==> src/dsii_pkg.sv <==
// Constants, field layouts and carrier types for the drive status input image.
package dsii_pkg;

   // ************************************************************
   // Status word bit positions.
   // ************************************************************
   localparam int ST_SEQ_BUSY = 0;
   localparam int ST_MOTION = 1;
   localparam int ST_IN_POS = 2;
   localparam int ST_START_ECHO = 3;
   localparam int ST_HOME_DONE = 4;
   localparam int ST_READY = 5;
   localparam int ST_DIRECT_RDY = 6;
   localparam int ST_ALARM = 7;
   localparam int ST_TRIG_ECHO = 8;
   localparam int ST_TRIG_MODE_ECHO = 9;
   localparam int ST_SET_ERROR = 10;
   localparam int ST_EXEC_ERROR = 11;
   localparam int ST_BUF_BUSY = 12;
   localparam int ST_STOP_ECHO = 13;
   localparam int ST_TORQUE_OFF = 14;
   localparam int ST_TORQUE_LIMIT = 15;

   // ************************************************************
   // Image byte indices and register map.
   // ************************************************************
   localparam logic [4:0] BYTE_FIRST = 5'h04;
   localparam logic [4:0] BYTE_LAST = 5'h15;
   localparam logic [5:0] REG_CTRL = 6'h00;
   localparam logic [5:0] REG_WRAP_RANGE = 6'h01;
   localparam logic [5:0] REG_LIVE = 6'h02;
   localparam logic [5:0] REG_FRAMES = 6'h03;
   localparam logic [5:0] REG_IMG_FIRST = 6'h04;
   localparam logic [5:0] REG_IMG_LAST = 6'h08;
   localparam int CTRL_WRAP_EN = 0;
   localparam int CTRL_AUTO_EXCH = 1;
   localparam logic [31:0] WRAP_RANGE_RESET = 32'h0000_1000;

   // Direct-operation setting checks, one bit per setting.
   localparam int NUM_SETTINGS = 7;

   // Snapshot of the image fields, bytes 4 to 21.
   typedef struct packed {
      logic [15:0] status;
      logic [15:0] alarm_code;
      logic [31:0] fb_pos;
      logic [31:0] fb_speed;
      logic [31:0] cmd_pos;
      logic [15:0] torque;
   } dsii_image_t;

   // Flag sources from motion, safety and direct-operation units.
   typedef struct packed {
      logic seq_busy;
      logic motion;
      logic in_pos;
      logic home_complete;
      logic preset_done;
      logic home_start;
      logic ready;
      logic direct_ready;
      logic alarm;
      logic direct_fail;
      logic direct_ok;
      logic buf_writing;
      logic motor_excited;
      logic torque_limit;
   } dsii_flags_t;

   // Host command levels that are echoed back.
   typedef struct packed {
      logic start;
      logic trigger;
      logic trigger_mode;
      logic stop;
   } dsii_cmds_t;

   typedef enum logic [1:0] {
      SER_IDLE = 2'b00,
      SER_SEND = 2'b01,
      SER_DONE = 2'b10
   } dsii_ser_state_t;

endpackage

==> src/dsii_input_image.sv <==
// Drive status input image framer with classic Wishbone register access.
module dsii_input_image (
   // Clock and reset.
   input wire logic clk_i,
   input wire logic rst_i,
   // Classic Wishbone slave.
   input wire logic wb_cyc_i,
   input wire logic wb_stb_i,
   input wire logic wb_we_i,
   input wire logic [7:0] wb_adr_i,
   input wire logic [3:0] wb_sel_i,
   input wire logic [31:0] wb_dat_i,
   output logic [31:0] wb_dat_o,
   output logic wb_ack_o,
   // Flag sources and host command levels, same clock.
   input wire dsii_pkg::dsii_flags_t flags_i,
   input wire dsii_pkg::dsii_cmds_t cmds_i,
   input wire logic [dsii_pkg::NUM_SETTINGS-1:0] setting_bad_i,
   // Hardware torque-off pins, asynchronous, low means torque off demanded.
   input wire logic hw_torque_off_a_i,
   input wire logic hw_torque_off_b_i,
   // Monitor values.
   input wire logic [15:0] alarm_code_i,
   input wire logic [31:0] fb_pos_i,
   input wire logic [31:0] fb_speed_i,
   input wire logic [31:0] cmd_pos_i,
   input wire logic [15:0] torque_i,
   // Exchange request and image output.
   input wire logic exch_req_i,
   output dsii_pkg::dsii_image_t image_o,
   output logic [7:0] byte_o,
   output logic [4:0] byte_idx_o,
   output logic byte_valid_o,
   output logic frame_done_o
);
   import dsii_pkg::*;

   // ************************************************************
   // Pin synchronisers.
   // ************************************************************
   logic [2:0] hwa_sync;
   logic [2:0] hwb_sync;
   logic hwa_level;
   logic hwb_level;

   // Three stages; a pin change counts once stages two and three agree.
   // Stages reset to the idle high level, so no false drop follows reset.
   always_ff @(posedge clk_i) begin
      if (rst_i) begin
         hwa_sync <= 3'h7;
         hwb_sync <= 3'h7;
      end else begin
         hwa_sync <= {hwa_sync[1:0], hw_torque_off_a_i};
         hwb_sync <= {hwb_sync[1:0], hw_torque_off_b_i};
      end
   end

   // Filtered levels; they hold while stages two and three disagree.
   always_ff @(posedge clk_i) begin
      if (rst_i) begin
         hwa_level <= 1'b1;
         hwb_level <= 1'b1;
      end else begin
         if (hwa_sync[1] == hwa_sync[2]) begin
            hwa_level <= hwa_sync[2];
         end
         if (hwb_sync[1] == hwb_sync[2]) begin
            hwb_level <= hwb_sync[2];
         end
      end
   end

   // ************************************************************
   // Control registers.
   // ************************************************************
   logic wrap_en;
   logic auto_exch;
   logic [31:0] wrap_range;
   logic [15:0] frame_count;
   logic bus_req;
   logic wr_hit;
   logic [5:0] reg_idx;

   // A request is answered exactly once, one cycle after it appears.
   assign bus_req = wb_cyc_i & wb_stb_i & ~wb_ack_o;
   assign wr_hit = bus_req & wb_we_i;
   assign reg_idx = wb_adr_i[7:2];

   // Control register; byte lane zero holds the bits.
   always_ff @(posedge clk_i) begin
      if (rst_i) begin
         wrap_en <= 1'b0;
         auto_exch <= 1'b0;
      end else if (wr_hit && reg_idx == REG_CTRL && wb_sel_i[0]) begin
         wrap_en <= wb_dat_i[CTRL_WRAP_EN];
         auto_exch <= wb_dat_i[CTRL_AUTO_EXCH];
      end
   end

   // Wrap range, written per byte lane; zero disables wrapping.
   always_ff @(posedge clk_i) begin
      if (rst_i) begin
         wrap_range <= WRAP_RANGE_RESET;
      end else if (wr_hit && reg_idx == REG_WRAP_RANGE) begin
         for (int i = 0; i < 4; i++) begin
            if (wb_sel_i[i]) begin
               wrap_range[i*8 +: 8] <= wb_dat_i[i*8 +: 8];
            end
         end
      end
   end

   // ************************************************************
   // Sticky status flags.
   // ************************************************************
   logic home_done;
   logic exec_error;
   logic torque_off;
   logic hw_off_any;

   // Either channel low means torque off is demanded.
   assign hw_off_any = ~hwa_level | ~hwb_level;

   // Home done latches until a new homing run starts; a completion in
   // the same cycle as a start wins so the event is never lost.
   always_ff @(posedge clk_i) begin
      if (rst_i) begin
         home_done <= 1'b0;
      end else if (flags_i.home_complete || flags_i.preset_done) begin
         home_done <= 1'b1;
      end else if (flags_i.home_start) begin
         home_done <= 1'b0;
      end
   end

   // Execute error stays until a direct operation succeeds.
   always_ff @(posedge clk_i) begin
      if (rst_i) begin
         exec_error <= 1'b0;
      end else if (flags_i.direct_fail) begin
         exec_error <= 1'b1;
      end else if (flags_i.direct_ok) begin
         exec_error <= 1'b0;
      end
   end

   // Torque-off monitor holds from the drop of either channel until the
   // motor is excited again with both channels restored.
   always_ff @(posedge clk_i) begin
      if (rst_i) begin
         torque_off <= 1'b0;
      end else if (hw_off_any) begin
         torque_off <= 1'b1;
      end else if (flags_i.motor_excited) begin
         torque_off <= 1'b0;
      end
   end

   // ************************************************************
   // Live status word.
   // ************************************************************
   logic [15:0] live_status;

   // Fixed bit positions; nothing in the register map can remap them.
   always_comb begin
      live_status = 16'h0000;
      live_status[ST_SEQ_BUSY] = flags_i.seq_busy;
      live_status[ST_MOTION] = flags_i.motion;
      live_status[ST_IN_POS] = flags_i.in_pos;
      live_status[ST_START_ECHO] = cmds_i.start;
      live_status[ST_HOME_DONE] = home_done;
      live_status[ST_READY] = flags_i.ready & ~flags_i.alarm;
      live_status[ST_DIRECT_RDY] = flags_i.direct_ready & ~flags_i.alarm;
      live_status[ST_ALARM] = flags_i.alarm;
      live_status[ST_TRIG_ECHO] = cmds_i.trigger;
      live_status[ST_TRIG_MODE_ECHO] = cmds_i.trigger_mode;
      live_status[ST_SET_ERROR] = |setting_bad_i;
      live_status[ST_EXEC_ERROR] = exec_error;
      live_status[ST_BUF_BUSY] = flags_i.buf_writing;
      live_status[ST_STOP_ECHO] = cmds_i.stop;
      live_status[ST_TORQUE_OFF] = torque_off;
      live_status[ST_TORQUE_LIMIT] = flags_i.torque_limit;
   end

   // ************************************************************
   // Wrap coordinates.
   // ************************************************************
   logic [31:0] fb_pos_view;
   logic [31:0] cmd_pos_view;

   // Signed modulo folded into 0 .. range-1. Wide combinational divide:
   // it costs area but keeps the snapshot to a single cycle.
   function automatic logic [31:0] wrap_pos(input logic [31:0] pos,
                                           input logic [31:0] range);
      logic signed [32:0] rem;
      rem = $signed({pos[31], pos}) % $signed({1'b0, range});
      if (rem < 0) begin
         rem = rem + $signed({1'b0, range});
      end
      return rem[31:0];
   endfunction

   // Range zero or wrap off passes the absolute counts.
   always_comb begin
      if (wrap_en && wrap_range != 32'h0000_0000) begin
         fb_pos_view = wrap_pos(fb_pos_i, wrap_range);
         cmd_pos_view = wrap_pos(cmd_pos_i, wrap_range);
      end else begin
         fb_pos_view = fb_pos_i;
         cmd_pos_view = cmd_pos_i;
      end
   end

   // ************************************************************
   // Snapshot capture.
   // ************************************************************
   dsii_ser_state_t ser_state;
   dsii_ser_state_t next_ser_state;
   logic take_snap;
   logic [4:0] ser_idx;

   // A request while a frame is still going out is dropped, not held;
   // auto mode re-arms right after every completed frame.
   assign take_snap = (ser_state == SER_IDLE) && (exch_req_i || auto_exch);

   // Every field is captured on the same edge.
   always_ff @(posedge clk_i) begin
      if (rst_i) begin
         image_o <= '0;
      end else if (take_snap) begin
         image_o.status <= live_status;
         image_o.alarm_code <= alarm_code_i;
         image_o.fb_pos <= fb_pos_view;
         image_o.fb_speed <= fb_speed_i;
         image_o.cmd_pos <= cmd_pos_view;
         image_o.torque <= torque_i;
      end
   end

   // ************************************************************
   // Byte serialiser.
   // ************************************************************

   // Big-endian mapping of an image byte index to its content.
   function automatic logic [7:0] image_byte(input dsii_image_t img,
                                             input logic [4:0] idx);
      logic [7:0] b;
      b = 8'h00;
      case (idx)
         5'h04: b = img.status[15:8];
         5'h05: b = img.status[7:0];
         5'h06: b = img.alarm_code[15:8];
         5'h07: b = img.alarm_code[7:0];
         5'h08: b = img.fb_pos[31:24];
         5'h09: b = img.fb_pos[23:16];
         5'h0a: b = img.fb_pos[15:8];
         5'h0b: b = img.fb_pos[7:0];
         5'h0c: b = img.fb_speed[31:24];
         5'h0d: b = img.fb_speed[23:16];
         5'h0e: b = img.fb_speed[15:8];
         5'h0f: b = img.fb_speed[7:0];
         5'h10: b = img.cmd_pos[31:24];
         5'h11: b = img.cmd_pos[23:16];
         5'h12: b = img.cmd_pos[15:8];
         5'h13: b = img.cmd_pos[7:0];
         5'h14: b = img.torque[15:8];
         5'h15: b = img.torque[7:0];
         default: b = 8'h00;
      endcase
      return b;
   endfunction

   // Idle, send bytes 4..21 one per cycle, then one done cycle.
   always_comb begin
      next_ser_state = ser_state;
      case (ser_state)
         SER_IDLE: begin
            if (take_snap) begin
               next_ser_state = SER_SEND;
            end
         end
         SER_SEND: begin
            if (ser_idx == BYTE_LAST) begin
               next_ser_state = SER_DONE;
            end
         end
         SER_DONE: next_ser_state = SER_IDLE;
         default: next_ser_state = SER_IDLE;
      endcase
   end

   always_ff @(posedge clk_i) begin
      if (rst_i) begin
         ser_state <= SER_IDLE;
      end else begin
         ser_state <= next_ser_state;
      end
   end

   // Byte pointer walks the whole image each frame.
   always_ff @(posedge clk_i) begin
      if (rst_i) begin
         ser_idx <= BYTE_FIRST;
      end else if (ser_state != SER_SEND) begin
         ser_idx <= BYTE_FIRST;
      end else begin
         ser_idx <= ser_idx + 5'h01;
      end
   end

   // Byte outputs registered so they come straight from flops.
   always_ff @(posedge clk_i) begin
      if (rst_i) begin
         byte_o <= 8'h00;
         byte_idx_o <= BYTE_FIRST;
         byte_valid_o <= 1'b0;
      end else begin
         byte_valid_o <= (ser_state == SER_SEND);
         byte_idx_o <= ser_idx;
         byte_o <= image_byte(image_o, ser_idx);
      end
   end

   // Done marks the cycle after the last byte; frames are counted.
   always_ff @(posedge clk_i) begin
      if (rst_i) begin
         frame_done_o <= 1'b0;
         frame_count <= 16'h0000;
      end else begin
         frame_done_o <= (ser_state == SER_DONE);
         if (ser_state == SER_DONE) begin
            frame_count <= frame_count + 16'h0001;
         end
      end
   end

   // ************************************************************
   // Wishbone answer.
   // ************************************************************
   logic [31:0] next_rd;
   logic [5:0] img_word;

   assign img_word = reg_idx - REG_IMG_FIRST;

   // Image words follow byte order 4..21; the last word is padded low.
   always_comb begin
      next_rd = 32'h0000_0000;
      if (reg_idx == REG_CTRL) begin
         next_rd[CTRL_WRAP_EN] = wrap_en;
         next_rd[CTRL_AUTO_EXCH] = auto_exch;
      end else if (reg_idx == REG_WRAP_RANGE) begin
         next_rd = wrap_range;
      end else if (reg_idx == REG_LIVE) begin
         next_rd = {live_status, alarm_code_i};
      end else if (reg_idx == REG_FRAMES) begin
         next_rd = {16'h0000, frame_count};
      end else if (reg_idx >= REG_IMG_FIRST && reg_idx <= REG_IMG_LAST) begin
         for (int i = 0; i < 4; i++) begin
            next_rd[31-i*8 -: 8] = image_byte(image_o,
               5'(BYTE_FIRST + 5'(img_word[2:0]) * 5'h04 + 5'(i)));
         end
      end
   end

   // Ack one cycle after the strobe, dropped the cycle after.
   always_ff @(posedge clk_i) begin
      if (rst_i) begin
         wb_ack_o <= 1'b0;
         wb_dat_o <= 32'h0000_0000;
      end else begin
         wb_ack_o <= bus_req;
         if (bus_req && !wb_we_i) begin
            wb_dat_o <= next_rd;
         end
      end
   end

endmodule

==> config.mk <==
export PLATFORM = sky130hd
export DESIGN_NAME = dsii_input_image
export DESIGN_NICKNAME = d
export VERILOG_FILES = /design/src/dsii_pkg.sv /design/src/dsii_input_image.sv
export SDC_FILE = /design/constraint.sdc
export NUM_CORES = 2
export LEC_CHECK = 0
export BUFFER_PORTS_ARGS = -buffer_cell sky130_fd_sc_hd__buf_2
export CORE_UTILIZATION = 36
export DETAILED_ROUTE_END_ITERATION = 8
export GPL_TIMING_DRIVEN = 0
export MAX_ROUTING_LAYER = met4
export PLACE_DENSITY_LB_ADDON = 0.05
export RECOVER_POWER = 25
export SLEW_MARGIN = 15
export SYNTH_ARGS = -nofsm -noshare
export SYNTH_HDL_FRONTEND = slang
export SYNTH_SLANG_ARGS = --single-unit
==> constraint.sdc <==
create_clock -name clk_i -period 181.8 [get_ports clk_i]
set_clock_uncertainty 0.05 [all_clocks]
set_input_delay 27.27 -clock clk_i [delete_from_list [all_inputs] [get_ports clk_i]]
set_output_delay 27.27 -clock clk_i [all_outputs]
set_load 0.05 [all_outputs]
==> qor.yml <==
global_routing:
  grt_pass1_vias: 95600
  track_usage_pct: 41.4
  grt_max_degree: 45
  overflow: 0
  antenna_found_initial: 58
  grt_first_pass_wirelength_um: 701000
clock_network:
  path_clk_slew_ns: 0.06
  postCtsHoldBufs: 0
  htreeDepth: 1
  clk_path_buf_depth: 3
  cts_tree: "done"
  cts_setup_buffers: 0
  insertion_delay_ns: 0.60
  clock_sinks: 260
  cts_root_buffer: "clkbuf_16"
  numCtsBuffers: 29
  ctsResizeCount: 0
placement:
  port_buffers: 370
  dp_hpwl_um: 416000
  gp_congestion: 1.06
detailed_routing:
  finalWirelength_um: 506000
  ant_nets: 0
  drc: 0
  wl_per_cell_um: 31.2
  drt_iter0_drc: 12300
  vias: 105000
  via_per_inst: 6.48
  drt_first_pass_iters: 9
floorplan:
  ios: 397
  die_width_um: 489
  rows: 178
  start_util_pct: 36.2
  die_h_um: 489
  dieArea_sq_um: 239000
  core-area_sq_um: 235000
setup_path:
  worstPathMaxFanout: 10
  path_common_cell: "clkbuf_1"
  cp.arrival_ns: 154.25
  cp-start-kind: "input port"
  max_stage_delay_ns: 1.04
  worstSetupPathType: "input port to flop"
  endpoint_kind: "flop"
  worstPathRequired_ns: 182.25
  cp_slowest_cell: "a2111oi_0"
yosys:
  ys_types: 103
  synth_top_family_by_area: "compound AO/OA/AOI/OAI gates"
  synth-async-reset-ratio_pct: 0
  synth_xor_area_share_pct: 10.1
  synthMuxAreaShare_pct: 3.52
  synthAdderAreaFrac_pct: 17.8
  yosysSeqAreaShare_pct: 6.10
  synthCells: 12500
  synthesis.area_sq_um: 85300
  synth-simple-area-share_pct: 25.1
  synth-main-ff-cell: "dfxtp_1"
  synth_edf_count: 0
  synth_seq_cells: 260
  synth_compound_area_share_pct: 33.3
  syn_area_per_cell_sq_um: 6.81
  synth_warnings: 0
sta:
  hold_viol: 0
  min_period_over_period_pct: 84.6
  tns_ns: 0
  finalSetupViolCount: 0
  relSlewSlack_pct: -1.47
  rsz0062_at_grt: "false"
  slew_violations: 10
  worstMarginPinSlew_ns: 1.51
  timing.fmax_ghz: 0.00650
  fin_crit_ns: 153.80
hold_path:
  hp-class: "flop to flop"
final_layout:
  nNetsFinal: 14400
  syn_to_final_growth_pct: 9.42
  mostFrequentLayoutCell: "nand2_1"
  mostFrequentLayoutCells: "nand2_1, nor2_1, ha_1"
  fill_cells: 25500
  drive_gt1_share_pct: 6.63
job:
  maxCapViolCount: 2
run_status:
  status: "finished, violations left"
  violations: "max-capacitance violations, max-slew violations"
[flip-flops by register name, indices dropped and copies added (netlist names), 2 cells and up]
signal,cells
ser_state,2
byte_o,8
hwb_sync,3
hwa_sync,3
ser_idx,5
wb_dat_o,32
image_o,144
byte_idx_o,5
wrap_range,32
frame_count,16
[critical path, delay by kind of cell]
kind	cells	cell delay (ns)
buffers and inverters	70	32.53
AOI/OAI and AO/OA	171	56.63
and+or+nand+nor	88	23.38
xor gates and xnor gates	3	1.33
adders and majority gates	34	11.13
muxes	5	1.51
[metrics by stage]
| step | util, % | area (sq um) | hold WS, ns | instances | setup WS [ns] |
|---|---|---|---|---|---|
| floorplan | - | 85300 | 0.339 | 12500 | 72.31 |
| global placement | 38.7 | 91100 | 0.343 | 16100 | 26.95 |
| detailed placement | 39.2 | 92300 | 0.350 | 16100 | 31.59 |
| CTS | 39.6 | 93200 | 0.364 | 16200 | 31.70 |
| global route | 39.6 | 93300 | 0.382 | 16200 | 24.07 |
| finish | 39.6 | 93300 | 0.362 | 16200 | 28.00 |
[cell families after synthesis]
group,count (synthesis)
flops,260
compound gates,4316
other cells,1
mux,266
xor+xnor,985
buf+inv,892
fa+ha+maj,1212
simple gates,4600
[per-layer routing]
| metal | global-route usage [%] | vias up | share of wire, % |
|---|---|---|---|
| li1 | - | 47700 | - |
| met1 | 54.8 | 51000 | 43 |
| met2 | 62.4 | 5300 | 43 |
| met3 | 5.51 | 945 | 8.8 |
| met4 | 18.2 | 0 | 5.2 |
| met5 | - | - | 0 |
[cell usage after synthesis, types with 30 or more instances]
| library cell | number | area share, % |
|---|---|---|
| nor2b_1 | 140 | 1.0 |
| a31oi_1 | 177 | 1.3 |
| o21a_1 | 252 | 2.2 |
| buf_1 | 70 | 0.31 |
| o221ai_1 | 35 | 0.36 |
| a31o_2 | 58 | 0.60 |
| o21ai_0 | 768 | 4.5 |
| a22oi_1 | 145 | 1.3 |
| nand2_1 | 1485 | 6.5 |
| nand4_1 | 137 | 1.0 |
| ha_1 | 1208 | 18 |
| o21ai_1 | 33 | 0.19 |
| nor4_1 | 79 | 0.58 |
| dfxtp_1 | 260 | 6.1 |
| nand2b_1 | 141 | 1.0 |
| a211oi_1 | 156 | 1.4 |
| o31ai_1 | 139 | 1.2 |
| nor3_1 | 345 | 2.0 |
| and2_1 | 87 | 0.64 |
| o311ai_0 | 30 | 0.31 |
| or3_1 | 157 | 1.2 |
| xor2_1 | 396 | 4.1 |
| a21oi_1 | 1157 | 6.8 |
| o21bai_1 | 113 | 0.99 |
| o31a_1 | 46 | 0.47 |
| nand3_1 | 341 | 2.0 |
| o211a_1 | 39 | 0.46 |
| inv_1 | 440 | 1.9 |
| nor2_1 | 1277 | 5.6 |
| mux2i_1 | 159 | 1.9 |
| a21o_1 | 429 | 3.8 |
| and4_1 | 41 | 0.42 |
| mux2_2 | 89 | 1.2 |
| xnor2_1 | 586 | 6.0 |
| o211ai_1 | 141 | 1.2 |
| a21boi_0 | 48 | 0.42 |
| o22ai_1 | 57 | 0.42 |
| and3_1 | 115 | 0.84 |
| a2111oi_0 | 38 | 0.39 |
| clkbuf_1 | 364 | 1.6 |
| a221oi_1 | 47 | 0.48 |
| or2_2 | 122 | 0.89 |
| a211o_1 | 45 | 0.46 |
[area by class of cell]
type	instances	area (sq um)	area share, %
multi-input cells	11400	77000	82.5
flip-flops and latches	260	5210	5.58
well taps	3150	3940	4.22
repair buffers	426	2690	2.88
inverters	441	1750	1.87
plain buffers	451	1730	1.85
clock buffers	38	800	0.857
clock inverters	13	125	0.134
diodes	44	110	0.118
[path summary, 6_finish.rpt]
check        depth (start not counted)           end  slack [ns]            from
min                                  1   hwb_sync[1]        0.36     hwb_sync[0]
max reg2reg                        366  image_o[111]       54.12  wrap_range[31]
max                                371  image_o[111]       28.00     fb_pos_i[0]
min reg2reg                          1   hwb_sync[1]        0.36     hwb_sync[0]
Power is left out: the tool's default activity adds up to more than one toggle a clock period on the data nets, which glitch-free logic cannot reach.
